**config.mk**
```make
export PLATFORM = sky130hd
export DESIGN_NAME = pwm_auto_shutdown
export DESIGN_NICKNAME = d
export VERILOG_FILES = /design/src/include/pwm_pkg.sv /design/src/design/pwm_auto_shutdown.sv
export SDC_FILE = /design/constraint.sdc
export NUM_CORES = 1
export LEC_CHECK = 0
export BUFFER_PORTS_ARGS = -buffer_cell sky130_fd_sc_hd__buf_2
export CORE_MARGIN = 2
export CORE_UTILIZATION = 55
export CTS_CLUSTER_SIZE = 14
export DETAILED_ROUTE_END_ITERATION = 7
export HOLD_SLACK_MARGIN = 0.05
export PLACE_DENSITY = 0.85
export SLEW_MARGIN = 10
export SYNTH_ARGS = -nofsm -noshare
export SYNTH_HDL_FRONTEND = slang
export SYNTH_SLANG_ARGS = --single-unit
```
**constraint.sdc**
```tcl
create_clock -name ref_clk -period 8.45 [get_ports ref_clk]
set_input_delay 1.2675 -clock ref_clk [delete_from_list [all_inputs] [get_ports ref_clk]]
set_output_delay 1.2675 -clock ref_clk [all_outputs]
set_load 0.01 [all_outputs]
```
**src/include/pwm_pkg.sv**
```systemverilog
/*
 Package for the auto-shutdown PWM generator: widths, reset values, states and the configuration struct.
 Assumes one synchronous clock domain and no register bus.
*/
package pwm_pkg;
    localparam int unsigned CNT_W      = 8;
    localparam logic [7:0]  CNT_ZERO   = 8'h00;
    localparam logic [7:0]  CNT_ONE    = 8'h01;

    typedef enum logic [1:0] {
        ST_RUN,
        ST_TRIP,
        ST_LATCHED
    } sd_state_e;

    // Software-facing configuration
    typedef struct packed {
        logic             shutdown_en;
        logic             auto_restart;
        logic [CNT_W-1:0] period;
        logic [CNT_W-1:0] duty;
    } pwm_cfg_s;
endpackage

```
**src/design/pwm_auto_shutdown.sv**
```systemverilog
/*
 Auto-shutdown PWM generator, the whole block in one module.
 Assumes shutdown_evt and the configuration inputs are synchronous to ref_clk.
*/
// Function
// - Shutdown acts only when function enabled
// - Event kills active pulse immediately
// - Event present at period start suppresses pulse
// - Resume only at a period boundary
// - Auto restart resumes without software
`timescale 1ns/1ps
module pwm_auto_shutdown
    import pwm_pkg::*;
(
    input  wire logic     ref_clk,
    input  wire logic     rst_n,
    input  wire logic     clk_en,
    input  wire pwm_cfg_s cfg,
    input  wire logic     shutdown_evt,
    input  wire logic     sd_flag_clr,
    output logic          pwm_out,
    output logic          sd_flag,
    output logic          period_start
);

    ////////////////////////////////////////////////////////////////////////
    // Period counter
    logic [CNT_W-1:0] cnt_q;
    logic [CNT_W-1:0] cnt_d;
    wire              wrap = (cnt_q >= cfg.period);

    assign cnt_d        = wrap ? CNT_ZERO : cnt_q + CNT_ONE;
    assign period_start = clk_en && wrap;

    always_ff @(posedge ref_clk or negedge rst_n) begin
        if (!rst_n) begin
            cnt_q <= CNT_ZERO;
        end else if (clk_en) begin
            cnt_q <= cnt_d;
        end
    end

    ////////////////////////////////////////////////////////////////////////
    // Shutdown state
    sd_state_e state_q;
    sd_state_e state_d;
    logic      flag_q;
    logic      flag_d;
    wire       evt = cfg.shutdown_en && shutdown_evt;

    always_comb begin
        state_d = state_q;
        case (state_q)
            ST_RUN: begin
                if (evt) begin
                    state_d = ST_TRIP;
                end
            end
            ST_TRIP: begin
                // Wait for boundary with event gone
                if (wrap && !evt) begin
                    state_d = cfg.auto_restart ? ST_RUN : ST_LATCHED;
                end
            end
            ST_LATCHED: begin
                if (evt) begin
                    state_d = ST_TRIP;
                end else if (wrap && !flag_q) begin
                    state_d = ST_RUN;
                end
            end
            default: begin
                state_d = ST_TRIP;
            end
        endcase
    end

    // Set wins over clear
    assign flag_d = evt ? 1'b1 : (sd_flag_clr ? 1'b0 : flag_q);

    always_ff @(posedge ref_clk or negedge rst_n) begin
        if (!rst_n) begin
            state_q <= ST_RUN;
            flag_q  <= 1'b0;
        end else if (clk_en) begin
            state_q <= state_d;
            flag_q  <= flag_d;
        end
    end

    ////////////////////////////////////////////////////////////////////////
    // Output stage
    // Pulse window decode
    function automatic logic pulse_on(
        input logic [CNT_W-1:0] cnt,
        input logic [CNT_W-1:0] duty
    );
        return (cnt < duty);
    endfunction

    logic pwm_q;
    wire  run_next = (state_d == ST_RUN);
    wire  cmp_next = pulse_on(cnt_d, cfg.duty);

    always_ff @(posedge ref_clk or negedge rst_n) begin
        if (!rst_n) begin
            pwm_q <= 1'b0;
        end else if (clk_en) begin
            pwm_q <= run_next && cmp_next;
        end
    end

    // Combinational kill path for immediate cut-off
    assign pwm_out = pwm_q && !evt;
    assign sd_flag = flag_q;

    ////////////////////////////////////////////////////////////////////////
    // Checks
    chk_evt_kills_out: assert property (@(posedge ref_clk) disable iff (!rst_n)
        evt |-> !pwm_out)
        else $error("pwm high during shutdown event");

    chk_disabled_ignores: assert property (@(posedge ref_clk) disable iff (!rst_n)
        (clk_en && !cfg.shutdown_en && state_q == ST_RUN) |=> state_q == ST_RUN)
        else $error("shutdown acted while disabled");

    chk_no_mid_resume: assert property (@(posedge ref_clk) disable iff (!rst_n)
        (clk_en && state_q != ST_RUN && !wrap) |=> state_q != ST_RUN)
        else $error("resumed in mid period");

    chk_suppress_start: assert property (@(posedge ref_clk) disable iff (!rst_n)
        (clk_en && wrap && evt) |=> !pwm_q)
        else $error("pulse began with event present");

    chk_auto_restart: assert property (@(posedge ref_clk) disable iff (!rst_n)
        (clk_en && state_q == ST_TRIP && wrap && !evt && cfg.auto_restart)
        |=> state_q == ST_RUN)
        else $error("auto restart did not resume");

    chk_latched_hold: assert property (@(posedge ref_clk) disable iff (!rst_n)
        (clk_en && state_q == ST_LATCHED && flag_q && !sd_flag_clr)
        |=> state_q != ST_RUN)
        else $error("resumed with flag set");

    chk_flag_set: assert property (@(posedge ref_clk) disable iff (!rst_n)
        (clk_en && evt) |=> sd_flag)
        else $error("flag not set by event");

    chk_trip_entry: assert property (@(posedge ref_clk) disable iff (!rst_n)
        (clk_en && evt) |=> (state_q == ST_TRIP && !pwm_q))
        else $error("event did not trip");

    chk_flag_clear: assert property (@(posedge ref_clk) disable iff (!rst_n)
        (clk_en && !evt && sd_flag_clr) |=> !sd_flag)
        else $error("flag not cleared");

    chk_flag_hold: assert property (@(posedge ref_clk) disable iff (!rst_n)
        (clk_en && !evt && !sd_flag_clr && sd_flag) |=> sd_flag)
        else $error("flag dropped by itself");

    chk_freeze_cnt: assert property (@(posedge ref_clk) disable iff (!rst_n)
        !clk_en |=> (cnt_q == $past(cnt_q)))
        else $error("counter moved while frozen");

    chk_freeze_state: assert property (@(posedge ref_clk) disable iff (!rst_n)
        !clk_en |=> (state_q == $past(state_q) && flag_q == $past(flag_q)))
        else $error("state moved while frozen");

    chk_cnt_wrap: assert property (@(posedge ref_clk) disable iff (!rst_n)
        (clk_en && wrap) |=> (cnt_q == CNT_ZERO))
        else $error("counter did not wrap");

    chk_cnt_step: assert property (@(posedge ref_clk) disable iff (!rst_n)
        (clk_en && !wrap) |=> (cnt_q == $past(cnt_q) + CNT_ONE))
        else $error("counter did not step");

    chk_latched_resume: assert property (@(posedge ref_clk) disable iff (!rst_n)
        (clk_en && state_q == ST_LATCHED && wrap && !evt && !flag_q)
        |=> state_q == ST_RUN)
        else $error("latched did not resume");

    chk_manual_latch: assert property (@(posedge ref_clk) disable iff (!rst_n)
        (clk_en && state_q == ST_TRIP && wrap && !evt && !cfg.auto_restart)
        |=> state_q == ST_LATCHED)
        else $error("manual mode did not latch");

    chk_trip_waits: assert property (@(posedge ref_clk) disable iff (!rst_n)
        (clk_en && state_q == ST_TRIP && evt) |=> state_q == ST_TRIP)
        else $error("left trip with event present");

    chk_idle_low: assert property (@(posedge ref_clk) disable iff (!rst_n)
        (state_q != ST_RUN) |-> !pwm_out)
        else $error("pwm high while shut down");

    chk_run_shape: assert property (@(posedge ref_clk) disable iff (!rst_n)
        (clk_en && state_d == ST_RUN) |=> (pwm_q == $past(cmp_next)))
        else $error("pulse shape wrong in run");

    chk_disabled_pass: assert property (@(posedge ref_clk) disable iff (!rst_n)
        !cfg.shutdown_en |-> (pwm_out == pwm_q))
        else $error("output cut while disabled");

    chk_latched_evt: assert property (@(posedge ref_clk) disable iff (!rst_n)
        (clk_en && state_q == ST_LATCHED && evt) |=> state_q == ST_TRIP)
        else $error("new event ignored in latched");

    chk_run_stays: assert property (@(posedge ref_clk) disable iff (!rst_n)
        (clk_en && state_q == ST_RUN && !evt) |=> state_q == ST_RUN)
        else $error("left run without event");

endmodule

```
==> results of run 1 <==
## power breakdown
part | total (mW) | switching (mW) | internal, mW
Combinational | 0.192 | 0.102 | 0.0894
Sequential | 0.116 | 0.0348 | 0.0808
Clock | 0.0366 | 0.0201 | 0.0165
Total | 0.344 | 0.157 | 0.187
## worst max-delay path: cells and delay by family
kind            cells  cell delay (ps)
compound gates      2              200
buf+inv             4              440
simple gates        2              700
fa+ha+maj           1              200
## final timing paths
path / cells after the start / endpoint / slack [ps]
min in group asynchronous: 1 / sd_flag / 860
setup / recovery: 9 / period_start / 4370
hold reg to reg: 2 / sd_flag / 530
setup reg to reg: 11 / pwm_q / 5470
hold / removal: 2 / sd_flag / 530
max in group asynchronous: 1 / state_q[0] / 7360
## cell families (layout without fill, tap and decap cells)
logic type	after synthesis	after routing	synth area share, %
mux	2	2	1.874
xor+xnor	5	5	3.860
compound gates	34	34	20.40
simple gates	41	41	20.07
buf+inv	25	50	9.702
fa+ha+maj	16	16	17.64
flops	12	12	26.46
## state kept, by name, indices dropped and copies added (netlist names)
signal	count
cnt_q	8
pwm_q	1
sd_flag	1
state_q	2
## stage by stage
stage               power [mW]  hold WS [ps]
finish                  0.3440         526.0
floorplan               0.2641         512.8
CTS                     0.3467         532.5
global route            0.3811         572.3
global placement        0.2931         513.8
detailed placement      0.3070         513.2
## cell type report
| type | count | area (sq um) | area share [%] |
|---|---|---|---|
| inverter | 21 | 78.83 | 6.099 |
| timing repair buffer | 26 | 132.6 | 10.26 |
| clock buffer | 3 | 22.52 | 1.742 |
| sequential | 12 | 300.3 | 23.23 |
| multi-input combinational | 98 | 724.4 | 56.05 |
| tap | 27 | 33.78 | 2.614 |
## metal layers
layer	track usage (%)	vias to the layer above
li1	-	525
met1	25.91	477
met2	45.05	36
met3	4.601	2
met4	2.778	0
met5	0	-
## placed cells by master, fill, tap and decap left out, types with 4 or more instances in the layout
cell,count
a21o_1,4
buf_2,25
dfrtp_1,12
a21oi_1,7
nand3_1,6
inv_1,21
nor2_1,8
o21ai_0,9
nand2_1,9
ha_1,16
==> results.sh, run 1 <==
export IMPL_status="finished, final reports clean"
export IMPL_clock_sinks=12
export IMPL_synth_flop_cell="dfrtp_1"
export IMPL_grt_pass1_wl_um=4429
export IMPL_met1Wirelength_um=997
export IMPL_drv_slew=0
export IMPL_route_met3_wl_um=135
export IMPL_drv_cap=0
export IMPL_final_cells=187
export IMPL_worstPathCellList="buf_2 -> inv_1 -> ha_1 -> or4_4 -> a21oi_2 -> o31ai_2 -> buf_4 -> and2_1 -> buf_2"
export IMPL_ys_top_cells_by_area="dfrtp_1 (26%), ha_1 (18%), inv_1 (6.9%), o21ai_0 (4.0%), a21oi_1 (3.1%)"
export IMPL_core_sq_um=1962
export IMPL_place_hpwl_um=1908
export IMPL_skew_ps=1.002
export IMPL_ir_worst_vdd_mv=0.1688
export IMPL_avgSynthCellArea_sq_um=8.406
export IMPL_yosysTopAreaCell="dfrtp_1"
export IMPL_fp_dieH_um=49.43
export IMPL_nets=201
export IMPL_worstPathMaxFanout=21
export IMPL_wirelength_um=2407
export IMPL_clk_latency_ps=270
export IMPL_numPortBuffers=25
export IMPL_drc=0
export IMPL_synth_seq_area_share_pct=26.46
export IMPL_die_area_sq_um=2443
export IMPL_crit_start="cfg[12]"
export IMPL_finalWorstSetupSlack_ps=4374
export IMPL_routed_via_count=1040
export IMPL_synth_top_area_share_pct=26.46
export IMPL_antenna_found_initial=0
export IMPL_cts_resized=0
export IMPL_relSlewSlack_pct=70.17
export IMPL_yosysMostFrequentCell="inv_1"
export IMPL_ys_ff_latch=12
export IMPL_syn_inst=135
export IMPL_routedWlPerCell_um=12.87
export IMPL_startpoint_type="input pin"
export IMPL_critPathMaxStageDelay_ps=530
export IMPL_synth_edff_count=0
export IMPL_dp_cells=184
export IMPL_drt_vias_per_instance=5.561
export IMPL_min_period_ps=4076
export IMPL_clk_pin_slew_ps=80
export IMPL_async_flop_share_pct=100.0
export IMPL_fin_tns_setup_ps=0
export IMPL_post_place_ws_ps=4365
export IMPL_rsz0062_at_grt="false"
export IMPL_r2r_start="cnt_q[4]"
export IMPL_synth_area_sq_um=1135
export IMPL_io_pin_count=26
export IMPL_cp_slowest_cell="or4_4"
export IMPL_antenna_cells=0
export IMPL_ys_warn_count=0
export IMPL_synthTopCellsByCount="inv_1 (21), ha_1 (16), dfrtp_1 (12)"
export IMPL_numCtsBuffers=3
export IMPL_h_tree_depth=1
export IMPL_hold_violations=0
export IMPL_num_rows=16
export IMPL_setup_violations=0
export IMPL_arrival_ps=2810
export IMPL_critPathKind="in -> out"
export IMPL_min_delay_start="sd_flag"
export IMPL_post_route_cells_drive_above_1_share_pct=21.88
export IMPL_fin_crit_sh_pct=48.24
export IMPL_die_x_um=49.43
export IMPL_synth_nets=174
export IMPL_fin_util_pct=65.88
export IMPL_place_congestion=0.7979
export IMPL_top_layer_used="met4"
export IMPL_n_fill_cell=195
export IMPL_power_leakage_nw=0.7012
export IMPL_setup_worst_path_end_class="output pin"
export IMPL_gr_total_overflow=0
export IMPL_cts_hold_buf=0
export IMPL_root_buffer="clkbuf_4"
export IMPL_hp_class="reg -> reg"
export IMPL_tightest_slew_ps=446.9
export IMPL_start_util_pct=57.84
export IMPL_clock_path_buffers=2
export IMPL_critPathMostFrequentCell="buf_2"
export IMPL_detail_route_iter0_violations=21
export IMPL_dr_wl_met2_um=1266
export IMPL_crit_required_ps=7180
export IMPL_post_cts_setup_buffers=0
export IMPL_grt_pass1_vias=1082
export IMPL_syn_to_final_growth_pct=13.89
export IMPL_design_area_sq_um=1292
export IMPL_cellPowerDensity_nw_per_um2=266.2
export IMPL_drt_pass1_iter_count=4
export IMPL_grt_max_degree=22
export IMPL_fmax_mhz=245.3
export IMPL_place_area_sq_um=1270
export IMPL_drtAntennaViolNets=0
export IMPL_grt_use_total_pct=22.98
export IMPL_cts_tree="done"
export IMPL_synthDistinctLibCells=36
No activity file was read; power rests on OpenSTA's default activity.
==> inputs of run 2 (changes only) <==
CORE_UTILIZATION = 48   (was 55)
PLACE_DENSITY = 0.79   (was 0.85)
clock period = 3.75 ns   (was 8.45 ns; I/O delays follow)
==> run 2 against run 1 <==
Worst setup slack worse by 3600 ps; sequential share of layout area about the same; critical path depth up 2; clock power up 120%; final area about the same; critical endpoint is now pwm_q; largest cell class unchanged; highest routed layer unchanged.
==> results.sh, run 2 (synthesized netlist as in run 1, its figures left out) <==
export IMPL_gr_total_overflow=0
export IMPL_die_area_sq_um=2769
export IMPL_timing_rr_end="pwm_q"
export IMPL_fin_crit_sh_pct=78.62
export IMPL_h_tree_depth=1
export IMPL_r2r_start="cnt_q[4]"
export IMPL_grt_pass1_vias=1045
export IMPL_relSlewSlack_pct=69.39
export IMPL_cts_hold_buf=0
export IMPL_root_buffer="clkbuf_4"
export IMPL_ir_worst_vdd_mv=0.3431
export IMPL_setup_violations=0
export IMPL_cts_tree="done"
export IMPL_antenna_cells=0
export IMPL_cts_resized=0
export IMPL_max_flop_register="cnt_q"
export IMPL_grt_max_degree=22
export IMPL_arrival_ps=3130
export IMPL_numCtsBuffers=3
export IMPL_clk_latency_ps=270
export IMPL_r2r_setup_slack_ps=800
export IMPL_numPortBuffers=25
export IMPL_power_leakage_nw=0.7012
export IMPL_hold_ws_ps=163.3
export IMPL_critPathKind="reg -> reg"
export IMPL_n_fill_cell=213
export IMPL_r2r_cells=11
export IMPL_startpoint_type="flop"
export IMPL_place_hpwl_um=1911
export IMPL_drt_vias_per_instance=5.660
export IMPL_fmax_mhz=339.2
export IMPL_drv_slew=0
export IMPL_grt_pass1_wl_um=4250
export IMPL_detail_route_iter0_violations=18
export IMPL_status="finished, final reports clean"
export IMPL_crit_required_ps=3930
export IMPL_largest_reg_flops=8
export IMPL_routedWlPerCell_um=12.93
export IMPL_tightest_slew_ps=458.7
export IMPL_clock_path_buffers=2
export IMPL_nets=201
export IMPL_wirelength_um=2430
export IMPL_grt_use_total_pct=20.85
export IMPL_fp_dieH_um=52.63
export IMPL_final_cell_mix="buf_2 (25), inv_1 (21), ha_1 (16)"
export IMPL_reg_top3="cnt_q: 8 flops, state_q: 2 flops"
export IMPL_skew_ps=10.91
export IMPL_drv_cap=0
export IMPL_setup_worst_path_end_class="flop"
export IMPL_cellPowerDensity_nw_per_um2=598.9
export IMPL_hold_violations=0
export IMPL_worstPathMaxFanout=21
export IMPL_min_period_ps=2948
export IMPL_fin_tns_setup_ps=0
export IMPL_routed_via_count=1064
export IMPL_layout_commonest_cell="buf_2"
export IMPL_die_x_um=52.63
export IMPL_hp_class="in -> async"
export IMPL_clock_sinks=12
export IMPL_post_cts_setup_buffers=0
export IMPL_drc=0
export IMPL_core_sq_um=2233
export IMPL_antenna_found_initial=0
export IMPL_clk_pin_slew_ps=80
export IMPL_post_route_cells_drive_above_1_share_pct=21.88
export IMPL_rsz0062_at_grt="false"
export IMPL_syn_to_final_growth_pct=14.00
export IMPL_drtAntennaViolNets=0
export IMPL_io_pin_count=26
export IMPL_place_congestion=0.8025
export IMPL_num_rows=17
export IMPL_drt_pass1_iter_count=4
export IMPL_start_util_pct=50.81
run 2: cell counts in the layout (fill, tap and decap cells not counted):
No cell type changed its count.
run 2: final cells by class:
| cell class | count | area, sq um | area share (%) |
|---|---|---|---|
| multi-input combinational | 98 | 724.4 | 56.00 |
| sequential | 12 | 300.3 | 23.21 |
| timing repair buffer | 26 | 132.6 | 10.25 |
| inverter | 21 | 78.83 | 6.093 |
| tap | 28 | 35.03 | 2.708 |
| clock buffer | 3 | 22.52 | 1.741 |
run 2: through the flow:
stage          util, %  area (sq um)  total power [mW]  std cells  setup slack [ps]
5_1_grt          57.93          1294            0.8574        188             529.7
3_5_place_dp     56.92          1271            0.6945        185             599.4
2_1_floorplan        -          1135            0.5951        135             828.8
4_1_cts          57.93          1294            0.7781        188             783.3
6_report         57.93          1294            0.7748        188             801.8
3_3_place_gp     56.92          1271            0.6654        185             765.6
run 2: how the worst max path moves through the flow:
stage | from | endpoint | slack [ps] | depth (start not counted)
finish | cnt_q[4] | pwm_q | 800 | 11
global route | cnt_q[4] | pwm_q | 530 | 11
CTS | cnt_q[4] | pwm_q | 780 | 11
detailed placement | cfg[12] | pwm_q | 600 | 13
global placement | cfg[12] | pwm_q | 770 | 13
floorplan | cfg[12] | pwm_q | 830 | 13
run 2: critical path: stages, from the launching register on:
cell and delay [ps]:
dfrtp_1 470, ha_1 240, or4_4 530, a21oi_2 140, o31ai_2 70, buf_4 210, nor2_1 120, ha_1 250
a211oi_1 270, nor2_1 80, a211o_1 240, a221oi_1 230
run 2: routing by layer:
| layer | share of wire [%] | vias to the layer above | global-route usage, % |
|---|---|---|---|
| met3 | 5.7 | 4 | 5.143 |
| met4 | 1.2 | 0 | 7.265 |
| met2 | 50 | 29 | 36.88 |
| li1 | - | 530 | - |
| met5 | 0 | - | 0 |
| met1 | 43 | 501 | 24.16 |
run 2: power breakdown:
part / switching [mW] / internal (mW) / leakage, nW / total, mW
Sequential: 0.0775 / 0.182 / 0.151 / 0.260
Clock: 0.0426 / 0.0372 / 0.0138 / 0.0797
Combinational: 0.234 / 0.202 / 0.537 / 0.435
Total: 0.354 / 0.421 / 0.701 / 0.775
==> inputs of run 3 (changes only) <==
clock period = 2.5 ns   (was 3.75 ns; I/O delays follow)
==> run 3 against run 2 <==
The run now ends with setup timing left; first-iteration DRC count rose by 78%; clock power rose by 97%; wire length rose by 24%; core utilization rose by 11 points; final area rose by 19%; worst setup slack got worse by 910 ps; sequential share of layout area fell by 3.7 points; final cell count rose by 11%; fmax rose by 13%; power rose by 100%; sequential power rose by 26%.
==> results.sh, run 3 (synthesized netlist as in run 1, its figures left out) <==
export IMPL_hp_class="in -> reg"
export IMPL_antenna_cells=0
export IMPL_seqCellArea_sq_um=300.3
export IMPL_status="finished, violations left"
export IMPL_hold_violations=0
export IMPL_numCtsBuffers=3
export IMPL_layout_commonest_cell="buf_2"
export IMPL_routed_via_count=1137
export IMPL_rsz0062_at_grt="true"
export IMPL_place_hpwl_um=2079
export IMPL_multiInputGateArea_sq_um=814.5
export IMPL_drv_cap=0
export IMPL_root_buffer="clkbuf_4"
export IMPL_clk_pin_slew_ps=80
export IMPL_fin_crit_sh_pct=104.3
export IMPL_io_pin_count=26
export IMPL_drv_slew=0
export IMPL_grt_use_total_pct=24.09
export IMPL_max_flop_register="cnt_q"
export IMPL_crit_required_ps=2670
export IMPL_reg_top3="cnt_q: 8 flops, state_q: 2 flops"
export IMPL_syn_to_final_growth_pct=35.94
export IMPL_drt_pass1_iter_count=4
export IMPL_startpoint_type="flop"
export IMPL_dp_cells=200
export IMPL_min_period_ps=2607
export IMPL_top_layer_used="met4"
export IMPL_setup_worst_path_end_class="flop"
export IMPL_fin_tns_setup_ps=-162.2
export IMPL_nets=221
export IMPL_relSlewSlack_pct=73.59
export IMPL_power_leakage_nw=0.8073
export IMPL_routedWlPerCell_um=14.38
export IMPL_die_x_um=52.63
export IMPL_start_util_pct=50.81
export IMPL_skew_ps=1.035
export IMPL_met1Wirelength_um=1300
export IMPL_violations="setup timing"
export IMPL_grt_max_degree=14
export IMPL_fmax_mhz=383.5
export IMPL_num_rows=17
export IMPL_fp_dieH_um=52.63
export IMPL_place_congestion=0.7791
export IMPL_final_cells=209
export IMPL_h_tree_depth=1
export IMPL_core_sq_um=2233
export IMPL_wirelength_um=3005
export IMPL_grt_pass1_wl_um=4871
export IMPL_clock_path_buffers=2
export IMPL_numPortBuffers=25
export IMPL_largest_reg_flops=8
export IMPL_detail_route_iter0_violations=32
export IMPL_cp_buffers_inverters=0
export IMPL_cpLargestDelayFamily="compound AO/OA/AOI/OAI gates"
export IMPL_antenna_found_initial=0
export IMPL_critPathKind="reg -> reg"
export IMPL_final_cell_mix="buf_2 (25), inv_1 (21), buf_4 (19)"
export IMPL_cp_slowest_cell="or4_4"
export IMPL_dr_wl_met2_um=1493
export IMPL_critPathMaxStageDelay_ps=530
export IMPL_tightest_slew_ps=395.5
export IMPL_ir_worst_vdd_mv=0.7732
export IMPL_finalWorstSetupSlack_ps=-107.4
export IMPL_clk_latency_ps=280
export IMPL_cts_tree="done"
export IMPL_arrival_ps=2770
export IMPL_drtAntennaViolNets=0
export IMPL_post_route_cells_drive_above_1_share_pct=37.57
export IMPL_worstPathCellList="ha_2 -> or4_4 -> a21oi_4 -> o31ai_4 -> nor2_1 -> ha_1 -> o21ai_2 -> a221oi_2 -> nand3_1 -> a21oi_2 -> a221oi_2"
export IMPL_setup_violations=2
export IMPL_clock_sinks=12
export IMPL_n_fill_cell=173
export IMPL_grt_pass1_vias=1145
export IMPL_post_place_ws_ps=-443.6
export IMPL_route_met3_wl_um=149
export IMPL_die_area_sq_um=2769
export IMPL_cellPowerDensity_nw_per_um2=1006
export IMPL_drc=0
export IMPL_worstPathMaxFanout=5
export IMPL_gr_total_overflow=0
export IMPL_critPathMostFrequentCell="a221oi_2"
export IMPL_drt_vias_per_instance=5.440
-- run 3: cell count changes in the layout (fill, tap and decap cells not counted), moves of 3 or more --
cell,previous run,this run
a211oi_1,3,0
buf_4,1,19
a211oi_2,0,3
ha_1,16,12
ha_2,0,3
o21ai_0,9,6
-- run 3: worst register-to-register path, delay by kind of cell (launching register included) --
family,cells,cell delay (ps)
and+or+nand+nor,3,840
AOI/OAI and AO/OA,6,840
adders and majority gates,2,410
DFF,1,390
-- run 3: cell type report --
| cell class | count | share of cell area [%] |
|---|---|---|
| sequential | 12 | 19.46 |
| inverter | 21 | 5.109 |
| clock buffer | 4 | 2.352 |
| multi-input combinational | 99 | 52.80 |
| timing repair buffer | 45 | 18.00 |
| tap | 28 | 2.271 |
-- run 3: through the flow --
stage / area, sq um / total power [mW] / hold WS [ps] / util, %
2_1_floorplan: 1157 / 0.9185 / 79.41 / -
3_3_place_gp: 1406 / 1.153 / 266.6 / 62.97
3_5_place_dp: 1406 / 1.193 / 271.7 / 62.97
4_1_cts: 1524 / 1.493 / 384.2 / 68.24
5_1_grt: 1543 / 1.670 / 425.0 / 69.08
6_report: 1543 / 1.552 / 384.9 / 69.08
-- run 3: metal layers --
metal | vias up | track usage [%]
li1 | 573 | -
met4 | 0 | 11.97
met2 | 38 | 42.29
met1 | 520 | 28.77
met5 | - | 0
met3 | 6 | 2.571
-- run 3: repair_timing --
action                     in CTS  in global routing
setup buffers                   3                  0
hold endpoints to repair       12                  0
setup endpoints to repair       2                  2
pin swaps                      11                  4
hold buffers                    1                  0
gates resized for setup        10                  4
cloned                          1                  0
-- run 3: path summary, 6_finish.rpt --
check                      depth (start not counted)        start  endpoint  slack [ps]
setup / recovery                                  11     cnt_q[3]     pwm_q        -110
min in group asynchronous                          2        rst_n  cnt_q[0]         500
hold / removal                                     4  sd_flag_clr   sd_flag         380
hold reg to reg                                    2      sd_flag   sd_flag         550
setup reg to reg                                  11     cnt_q[3]     pwm_q        -110
max in group asynchronous                          2        rst_n  cnt_q[4]        1770
-- run 3: where the power goes --
part / leakage (nW) / switching, mW / internal (mW)
logic: 0.635 / 0.555 / 0.512
registers: 0.151 / 0.0549 / 0.274
clock network: 0.0210 / 0.0683 / 0.0887
